$ cat src/inc/oaf_pkg.sv
// Constants shared by the operand address formation block
package oaf_pkg;
   // Address geometry
   localparam int ADDR_W = 19;
   localparam int MOD_W = 5;
   localparam int FIELD_W = 24;
   localparam int CHAR_W = 6;
   localparam int WIDTH_W = 5;
   localparam logic [MOD_W-1:0] MOD_DIRECT = 5'h00;
   localparam logic [MOD_W-1:0] MOD_INDIRECT = 5'h10;
   localparam logic [WIDTH_W-1:0] WIDTH_32K = 5'h0F;
   localparam logic [WIDTH_W-1:0] WIDTH_64K = 5'h10;
   localparam logic [WIDTH_W-1:0] WIDTH_128K = 5'h11;
   localparam logic [WIDTH_W-1:0] WIDTH_256K = 5'h12;
   localparam logic [WIDTH_W-1:0] WIDTH_TOP = 5'h13;
   localparam logic [ADDR_W:0] CAP_32K = 20'h08000;
   localparam logic [ADDR_W:0] CAP_64K = 20'h10000;
   localparam logic [ADDR_W:0] CAP_128K = 20'h20000;
   // Index slot n ends at 4n; protected bank base is bank * 4096
   localparam int SLOT_SHIFT = 2;
   localparam int BANK_SHIFT = 12;
   localparam int BANK_W = 7;
   // Instruction formats
   localparam logic [1:0] FMT_AB = 2'h1;
   localparam logic [1:0] FMT_A = 2'h2;
   localparam logic [1:0] FMT_NONE = 2'h3;
   // APB register byte offsets
   localparam logic [7:0] REG_CONFIG = 8'h00;
   localparam logic [7:0] REG_CAPACITY = 8'h04;
   localparam logic [7:0] REG_STATUS = 8'h08;
   localparam logic [7:0] REG_A_ADDR = 8'h0C;
   localparam logic [7:0] REG_B_ADDR = 8'h10;
   localparam logic [7:0] REG_VARIANT = 8'h14;
   // Field positions
   localparam int CFG_PROTECT = 0;
   localparam int CFG_TOP_END = 1;
   localparam int CFG_BASIC = 2;
   localparam int CFG_BANK_LSB = 4;
   localparam int ST_VIOLATION = 0;
   localparam int ST_HALT = 1;
   localparam int ST_BUSY = 2;
   localparam int ST_WIDTH_LSB = 4;
   // Reset values
   localparam logic [31:0] CONFIG_RST = 32'h0000_0000;
   localparam logic [ADDR_W:0] CAPACITY_RST = 20'h40000;
   localparam logic [CHAR_W-1:0] VARIANT_CLEARED = 6'h00;
   typedef enum logic [2:0] {ST_IDLE, ST_A_FORM, ST_B_FORM, ST_FINISH} oaf_state_t;
endpackage : oaf_pkg

$ cat src/verilog/addr_former.sv
// One operand address: index addition, wrap and capacity check
`timescale 1ns/100ps
module addr_former
   import oaf_pkg::*;
(
   // Address field and index slot contents
   input wire logic [FIELD_W-1:0] i_field,
   input wire logic [FIELD_W-1:0] i_slot,
   // Configuration
   input wire logic [ADDR_W-1:0] i_mask,
   input wire logic [ADDR_W:0] i_capacity,
   // Result
   output logic [ADDR_W-1:0] o_addr,
   output logic o_over_cap
);
   wire logic [MOD_W-1:0] modifier = i_field[FIELD_W-1:ADDR_W];
   wire logic indexed = (modifier != MOD_DIRECT) && (modifier != MOD_INDIRECT);
   // Only active bits of both operands take part [RULE1] [RULE2]
   wire logic [ADDR_W-1:0] base = i_field[ADDR_W-1:0] & i_mask;
   wire logic [ADDR_W-1:0] augment = indexed ? (i_slot[ADDR_W-1:0] & i_mask) : '0;
   wire logic [ADDR_W:0] sum = {1'b0, base} + {1'b0, augment};
   wire logic in_range = sum <= {1'b0, i_mask};
   // Wrap modulo 2**width [RULE8]
   assign o_addr = sum[ADDR_W-1:0] & i_mask;
   // Past installed memory yet inside the active range [RULE6] [RULE7]
   assign o_over_cap = in_range && (sum >= i_capacity);
endmodule : addr_former

$ cat src/verilog/operand_address_formation.sv
// Operand address formation and chaining with APB configuration
//
// Chosen here: the address map and the APB register port.
`timescale 1ns/100ps
// Contract
// [RULE1] Indexed address adds slot to field, active bits
// [RULE2] Addition width equals control register width
// [RULE3] Width 15/16/17/18 for 32K/64K/128K/256K
// [RULE4] Between sizes, larger size's width applies
// [RULE5] Top-end variant keeps all 19 bits
// [RULE6] Top-end, unprotected, over capacity halts processor
// [RULE7] Protected over capacity: flag, abort, interrupt
// [RULE8] Beyond active range addresses wrap around
// [RULE9] Format AB loads both operand registers
// [RULE10] Duplicate-A copies A into both registers
// [RULE11] Preserve-B loads A, leaves B alone
// [RULE12] No-address format reuses both registers
// [RULE13] Variant register loads instruction variant character
// [RULE14] Advanced: missing variant keeps register, exceptions aside
// [RULE15] Basic: addressed instruction destroys variant register
// [RULE16] Registers persist across instructions for chaining
// [RULE17] Modifier selects direct, indirect, low or protected slots
// [RULE18] Low slot n ends at location 4n
// [RULE19] Indexing happens in register, memory untouched
// [RULE20] Capacity, width, protection are configuration
module operand_address_formation
   import oaf_pkg::*;
(
   // Clock and reset
   input wire logic i_mclk,
   input wire logic i_srst,
   // APB slave
   input wire logic i_psel,
   input wire logic i_penable,
   input wire logic i_pwrite,
   input wire logic [7:0] i_paddr,
   input wire logic [31:0] i_pwdata,
   output logic [31:0] o_prdata,
   output logic o_pready,
   output logic o_pslverr,
   // Instruction extraction request
   input wire logic i_ext_valid,
   input wire logic [1:0] i_ext_format,
   input wire logic i_ext_dup_a,
   input wire logic i_ext_has_variant,
   input wire logic i_ext_variant_exception,
   input wire logic [FIELD_W-1:0] i_ext_a_field,
   input wire logic [FIELD_W-1:0] i_ext_b_field,
   input wire logic [CHAR_W-1:0] i_ext_variant,
   output logic o_ext_ready,
   output logic o_ext_done,
   // Index slot read from main memory
   output logic o_slot_rd,
   output logic [ADDR_W-1:0] o_slot_addr,
   input wire logic i_slot_valid,
   input wire logic [FIELD_W-1:0] i_slot_data,
   // Results and events
   output logic [ADDR_W-1:0] o_a_operand_address_reg,
   output logic [ADDR_W-1:0] o_b_operand_address_reg,
   output logic [CHAR_W-1:0] o_variant_reg,
   output logic o_halt,
   output logic o_address_violation_flag,
   output logic o_internal_interrupt
);
   oaf_state_t state, next_state;
   logic [31:0] config_reg;
   logic [ADDR_W:0] capacity;
   logic [FIELD_W-1:0] a_field, b_field;
   logic [1:0] format;
   logic dup_a, has_variant, variant_exception;
   logic [CHAR_W-1:0] variant_in;
   logic [ADDR_W-1:0] a_reg, b_reg;
   logic [CHAR_W-1:0] variant_reg;
   logic violation, halt, interrupt_pulse, done_pulse;
   logic [ADDR_W-1:0] formed_addr;
   logic over_cap;
   logic [31:0] status_word;

   // Configuration decode [RULE20]
   wire logic protect_en = config_reg[CFG_PROTECT];
   wire logic top_end = config_reg[CFG_TOP_END];
   wire logic basic_variant = config_reg[CFG_BASIC];
   wire logic [BANK_W-1:0] protect_bank = config_reg[CFG_BANK_LSB +: BANK_W];

   // Active width from installed capacity, rounding up to next size [RULE3] [RULE4] [RULE5]
   wire logic [WIDTH_W-1:0] active_width =
      top_end ? WIDTH_TOP :
      (capacity <= CAP_32K) ? WIDTH_32K :
      (capacity <= CAP_64K) ? WIDTH_64K :
      (capacity <= CAP_128K) ? WIDTH_128K : WIDTH_256K;
   // One mask bit per address bit, set below the active width [RULE2]
   wire logic [ADDR_W-1:0] active_mask;
   for (genvar bit_idx = 0; bit_idx < ADDR_W; bit_idx++) begin : g_mask
      assign active_mask[bit_idx] = WIDTH_W'(bit_idx) < active_width;
   end

   // Field under work and its modifier
   wire logic [FIELD_W-1:0] cur_field = (state == ST_B_FORM) ? b_field : a_field;
   wire logic [MOD_W-1:0] cur_mod = cur_field[FIELD_W-1:ADDR_W];
   // Indirect resolution is outside this block; such fields are taken as direct
   wire logic cur_indexed = (cur_mod != MOD_DIRECT) && (cur_mod != MOD_INDIRECT); // [RULE17]
   wire logic [3:0] slot_num = cur_mod[3:0];
   wire logic [ADDR_W-1:0] slot_offset = ADDR_W'(slot_num) << SLOT_SHIFT; // [RULE18]
   wire logic [ADDR_W-1:0] bank_base = ADDR_W'(protect_bank) << BANK_SHIFT;
   wire logic forming = (state == ST_A_FORM) || (state == ST_B_FORM);
   // A slot field waits for memory; its data is only good while valid stands
   wire logic field_ready = forming && (!cur_indexed || i_slot_valid);
   // Other variants leave an unprotected over-range address unchecked
   wire logic cap_check_en = protect_en || top_end; // [RULE6] [RULE7]
   wire logic error_hit = field_ready && over_cap && cap_check_en;
   wire logic take = (state == ST_IDLE) && i_ext_valid && !halt;
   wire logic done_event = (state == ST_FINISH) || error_hit;

   // One former serves both fields, A first and then B
   addr_former u_addr_former (
      .i_field(cur_field),
      .i_slot(i_slot_data),
      .i_mask(active_mask),
      .i_capacity(capacity),
      .o_addr(formed_addr),
      .o_over_cap(over_cap)
   );

   // Slot read: index slots are only read, never written [RULE19]
   assign o_slot_rd = forming && cur_indexed && !halt;
   assign o_slot_addr = cur_mod[MOD_W-1] ? (bank_base + slot_offset) : slot_offset; // [RULE17]

   // Sequencer
   always_comb begin
      next_state = state;
      case (state)
         ST_IDLE: begin
            if (take) begin
               if (i_ext_format == FMT_NONE) begin
                  next_state = ST_FINISH; // [RULE12]
               end else begin
                  next_state = ST_A_FORM;
               end
            end
         end
         ST_A_FORM: begin
            if (error_hit) begin
               next_state = ST_IDLE; // [RULE6] [RULE7]
            end else if (field_ready) begin
               next_state = (format == FMT_AB) ? ST_B_FORM : ST_FINISH;
            end
         end
         ST_B_FORM: begin
            if (error_hit) begin
               next_state = ST_IDLE;
            end else if (field_ready) begin
               next_state = ST_FINISH;
            end
         end
         ST_FINISH: next_state = ST_IDLE;
         default: next_state = ST_IDLE;
      endcase
   end

   always_ff @(posedge i_mclk) begin
      if (i_srst) begin
         state <= ST_IDLE;
      end else begin
         state <= next_state;
      end
   end

   // Instruction capture
   // Latched at the take, so the requester is free at once
   always_ff @(posedge i_mclk) begin
      if (i_srst) begin
         a_field <= '0;
         b_field <= '0;
         format <= FMT_NONE;
         dup_a <= 1'b0;
         has_variant <= 1'b0;
         variant_exception <= 1'b0;
         variant_in <= '0;
      end else if (take) begin
         a_field <= i_ext_a_field;
         b_field <= i_ext_b_field;
         format <= i_ext_format;
         dup_a <= i_ext_dup_a;
         has_variant <= i_ext_has_variant;
         variant_exception <= i_ext_variant_exception;
         variant_in <= i_ext_variant;
      end
   end

   // Operand address registers hold between instructions [RULE16]
   // An abort skips the failing field and any field after it
   wire logic a_load = (state == ST_A_FORM) && field_ready && !error_hit;
   wire logic b_load = (state == ST_B_FORM) && field_ready && !error_hit;
   always_ff @(posedge i_mclk) begin
      if (i_srst) begin
         a_reg <= '0;
         b_reg <= '0;
      end else begin
         if (a_load) begin
            a_reg <= formed_addr; // [RULE9] [RULE11]
         end
         if (a_load && format == FMT_A && dup_a) begin
            b_reg <= formed_addr; // [RULE10]
         end else if (b_load) begin
            b_reg <= formed_addr; // [RULE9]
         end
      end
   end

   // Variant register, updated as the instruction completes
   // An aborted instruction leaves it as it was
   wire logic addressed = (format != FMT_NONE);
   wire logic variant_clear =
      basic_variant ? addressed : variant_exception; // [RULE15] [RULE14]
   always_ff @(posedge i_mclk) begin
      if (i_srst) begin
         variant_reg <= VARIANT_CLEARED;
      end else if (state == ST_FINISH) begin
         if (has_variant) begin
            variant_reg <= variant_in; // [RULE13]
         end else if (variant_clear) begin
            variant_reg <= VARIANT_CLEARED; // [RULE15]
         end
      end
   end

   // APB access
   wire logic apb_access = i_psel && i_penable;
   wire logic apb_wr = apb_access && i_pwrite;
   wire logic hit_config = i_paddr == REG_CONFIG;
   wire logic hit_capacity = i_paddr == REG_CAPACITY;
   wire logic hit_status = i_paddr == REG_STATUS;
   wire logic hit_a = i_paddr == REG_A_ADDR;
   wire logic hit_b = i_paddr == REG_B_ADDR;
   wire logic hit_var = i_paddr == REG_VARIANT;
   wire logic mapped = hit_config | hit_capacity | hit_status | hit_a | hit_b | hit_var;
   wire logic clr_violation = apb_wr && hit_status && i_pwdata[ST_VIOLATION];
   wire logic clr_halt = apb_wr && hit_status && i_pwdata[ST_HALT];
   wire logic set_violation = error_hit && protect_en; // [RULE7]
   wire logic set_halt = error_hit && !protect_en && top_end; // [RULE6]

   // Settings take effect on the access edge of the write
   always_ff @(posedge i_mclk) begin
      if (i_srst) begin
         config_reg <= CONFIG_RST;
         capacity <= CAPACITY_RST;
      end else begin
         if (apb_wr && hit_config) begin
            config_reg <= i_pwdata;
         end
         if (apb_wr && hit_capacity) begin
            capacity <= i_pwdata[ADDR_W:0];
         end
      end
   end

   // Sticky flags and one-cycle event pulses; a new event beats a same-cycle clear
   always_ff @(posedge i_mclk) begin
      if (i_srst) begin
         violation <= 1'b0;
         halt <= 1'b0;
         interrupt_pulse <= 1'b0;
         done_pulse <= 1'b0;
      end else begin
         violation <= set_violation | (violation & ~clr_violation);
         halt <= set_halt | (halt & ~clr_halt);
         interrupt_pulse <= set_violation; // [RULE7]
         done_pulse <= done_event;
      end
   end

   always_comb begin
      status_word = 32'h0000_0000;
      status_word[ST_VIOLATION] = violation;
      status_word[ST_HALT] = halt;
      status_word[ST_BUSY] = state != ST_IDLE;
      status_word[ST_WIDTH_LSB +: WIDTH_W] = active_width;
   end
   // Read data follows the address, so reads cost no wait state
   wire logic [31:0] capacity_word = {12'h000, capacity};
   wire logic [31:0] a_word = {13'h0000, a_reg};
   wire logic [31:0] b_word = {13'h0000, b_reg};
   wire logic [31:0] variant_word = {26'h0000000, variant_reg};
   assign o_prdata =
      hit_config ? config_reg :
      hit_capacity ? capacity_word :
      hit_status ? status_word :
      hit_a ? a_word :
      hit_b ? b_word :
      hit_var ? variant_word : 32'h0000_0000;
   assign o_pready = 1'b1;
   // Unmapped offsets answer with an error and change nothing
   assign o_pslverr = apb_access && !mapped;

   // A halt refuses new work until software clears it
   assign o_ext_ready = (state == ST_IDLE) && !halt;
   assign o_ext_done = done_pulse;
   assign o_a_operand_address_reg = a_reg;
   assign o_b_operand_address_reg = b_reg;
   assign o_variant_reg = variant_reg;
   assign o_halt = halt;
   assign o_address_violation_flag = violation;
   assign o_internal_interrupt = interrupt_pulse;
endmodule : operand_address_formation
$ cat config.mk
export PLATFORM = sky130hd
export DESIGN_NAME = operand_address_formation
export DESIGN_NICKNAME = d
export VERILOG_FILES = /design/src/inc/oaf_pkg.sv /design/src/verilog/addr_former.sv /design/src/verilog/operand_address_formation.sv
export SDC_FILE = /design/constraint.sdc
export NUM_CORES = 1
export LEC_CHECK = 0
export ABC_AREA = 1
export BUFFER_PORTS_ARGS = -buffer_cell sky130_fd_sc_hd__buf_2
export CAP_MARGIN = 0
export CORE_MARGIN = 5
export CORE_UTILIZATION = 30
export DETAILED_ROUTE_END_ITERATION = 16
export HOLD_SLACK_MARGIN = 0.08
export SLEW_MARGIN = 20
export SYNTH_ARGS = -nofsm -noshare
export SYNTH_HDL_FRONTEND = slang
export SYNTH_HIERARCHICAL = 1
export SYNTH_SLANG_ARGS = --single-unit
$ cat constraint.sdc
create_clock -name i_mclk -period 6.6 [get_ports i_mclk]
set_clock_uncertainty 0.1 [all_clocks]
set_input_delay 0.66 -clock i_mclk [delete_from_list [all_inputs] [get_ports i_mclk]]
set_output_delay 0.66 -clock i_mclk [all_outputs]
set_load 0.005 [all_outputs]
==> results.toml <==
[power_and_ir_drop]
combPwrFrac_pct = 42.3
power_density_nw_per_um2 = 311.8
pwr-share-clk_pct = 26.0
p_sw_w = 0.001603
ir_drop_v = 0.0002056
power_w = 0.003794
p_sw_share_pct = 42.24
seqPwrFrac_pct = 31.7
intPower_w = 0.002191
leakage_nw = 6.313

[routing]
first_iter_violations = 563
vias_per_cell = 4.601
firstDrtPassIters = 5
wl_um = 32580
wl_per_cell_um = 14.94
vias = 10040
drc = 0
ant_nets = 0

[critical_path]
cp_max_fo = 36
max_stage_delay_ns = 0.39
cp-start-kind = "flop"
crit_slowest_cell = "dfxtp_1"
required_ns = 6.88
arrival_ns = 6.11
timing.critical_path.mode_cell = "nand2_1"
endpoint_kind = "flop"
criticalPathCategory = "flop to flop"

[timing]
setup_violations = 0
post-route-period-util_pct = 88.33
fin_hold_ws_ns = 0.3493
relSlewSlack_pct = 32.23
fmax_ghz = 0.1715
post-route-min-period_ns = 5.830
rsz0062_at_grt = "false"
final_hold_viol_count = 0
fin_ws_ns = 0.7703
final_max_slew_viol_count = 0
fin_setup_tns_ns = 0
worst_slew_pin_slew_ns = 1.017

[placement]
io_buffers = 218
routabilityCongestion = 0.8799
place_area_sq_um = 11580
dp_slack_ns = 0.7469
dp_hpwl_um = 25460

[clocking]
ctsResizeCount = 0
clock_path_buffers = 2
ctsHoldBuffers = 0
cts_made_buffers = 17
cts_htree_levels = 4
clk_latency_ns = 0.45
cts_tree = "yes"
path_clk_slew_ns = 0.08
cts_root_buf = "clkbuf_16"
clkSinkCount = 161
post-cts-setup-buffers = 0

[synthesis]
synthSimpleGateAreaFrac_pct = 26.84
yosys_warnings = 6
synth_ff_type = "dfxtp_1"
ys_seq_elements = 161
syn_inst = 1486
syn_avg_cell_area_sq_um = 6.719
synth_top_area_share_pct = 32.28
synthMuxAreaShare_pct = 0
synth_area_sq_um = 9985
synth_xor_area_share_pct = 1.491
synth-edff-count = 0
async_flop_share_pct = 0
synth-compound-area-share_pct = 17.38
synth_top_family_by_area = "simple AND/OR/NAND/NOR gates"
yosysSeqAreaShare_pct = 32.28
yosysUniqueCellTypes = 52
synth_area_leaders = "dfxtp_1 (32%), ha_1 (10%), nand2_1 (10%)"
synthAdderAreaFrac_pct = 10.35
synth_largest_area_cell = "dfxtp_1"

[final_layout]
drive_gt1_share_pct = 18.35
largest_reg_flops = 32
final_common_cell = "nand2_1"
nets = 1937
stdcell_area_sq_um = 12170
area_growth_pct = 21.88
final_cell_mix = "nand2_1 (267), nor2_1 (263), buf_2 (218)"
nFillCells = 3585

[global_route]
grt_max_degree = 89
grt_pass1_vias = 9334
grt_overflow = 0
track_usage_pct = 17.34
grt_pass1_wl_um = 50670
antenna_found_initial = 5

[floorplan]
rows = 66
die_x_um = 192.4
io_pins = 233
dieArea_sq_um = 37030
start_util_pct = 30.53
dieHeight_um = 192.4
core-area_sq_um = 32700

[run_status]
status = "finished clean"

[worst_hold_path]
min_path_type = "input pin to flop"

[job]
cap_violations = 0
==> layer usage <==
metal / up-vias / GRT usage, % / share of wire, %
met4: 8 / 3.483 / 1.1
met3: 32 / 3.437 / 7.1
met1: 4462 / 25.51 / 49
met5: - / 0 / 0.16
met2: 356 / 26.35 / 42
li1: 5177 / - / -
==> critical path, delay by kind of cell, from the launching register on <==
kind                       cells  cell delay, ns
and+or+nand+nor               15            1.63
buffers and inverters          7            1.27
adders and majority gates      4            1.04
AOI/OAI and AO/OA              6            0.99
DFF                            1            0.39
xor gates and xnor gates       1            0.33
==> worst paths after layout <==
check / startpoint / endpoint / slack (ns) / cells after the start
setup / recovery: state[0] / o_a_operand_address_reg[11] / 0.77 / 33
hold reg to reg: a_field[16] / a_field[16] / 0.35 / 2
hold / removal: i_pwdata[15] / config_reg[15] / 0.35 / 3
setup reg to reg: state[0] / o_a_operand_address_reg[11] / 0.77 / 33
==> cell type report <==
class	count	area, sq um	share of cell area (%)
flip-flops and latches	161	3223	26.49
clock inverters	15	158.9	1.306
multi-input cells	1111	5857	48.13
repair buffers	229	1174	9.644
clock buffers	17	425.4	3.496
inverters	205	775.7	6.375
well taps	442	553.0	4.545
diodes	1	2.502	0.02056
==> power groups by stage <==
stage               logic [W]  registers (W)  clock network [W]
floorplan             0.00115        0.00121                  0
global placement      0.00157        0.00122                  0
detailed placement    0.00160        0.00122                  0
CTS                   0.00161        0.00120            0.00101
global route          0.00185        0.00122            0.00105
finish                0.00160        0.00120           0.000987
==> metrics by stage <==
step	util (%)	std cells
after floorplan	-	1553
final	37.21	2181
after global placement	35.42	2148
after global routing	37.21	2181
after detailed placement	35.42	2148
after CTS	37.21	2180
==> cell usage after synthesis (5+ instances only) <==
library cell / instances
clkbuf_1: 43
o211ai_1: 5
nand2_2: 7
o2111ai_1: 10
o21ai_1: 8
nor2_2: 9
a211oi_1: 9
dfxtp_1: 161
xor2_1: 9
nand4_1: 24
buf_2: 11
a21oi_1: 103
nor2_1: 263
buf_4: 14
nand3_2: 10
nand3b_1: 8
a21oi_2: 5
ha_1: 81
o22ai_1: 8
xnor2_1: 8
nand2_1: 267
inv_2: 10
nand3_1: 28
inv_1: 194
o21ai_0: 144
==> kinds of logic after synthesis <==
group | Yosys count
and+or+nand+nor | 631
AOI/OAI and AO/OA | 312
other | 2
buffers and inverters | 281
adders and majority gates | 82
xor gates and xnor gates | 17
DFF | 161
Power figures use the tool's default switching activity.
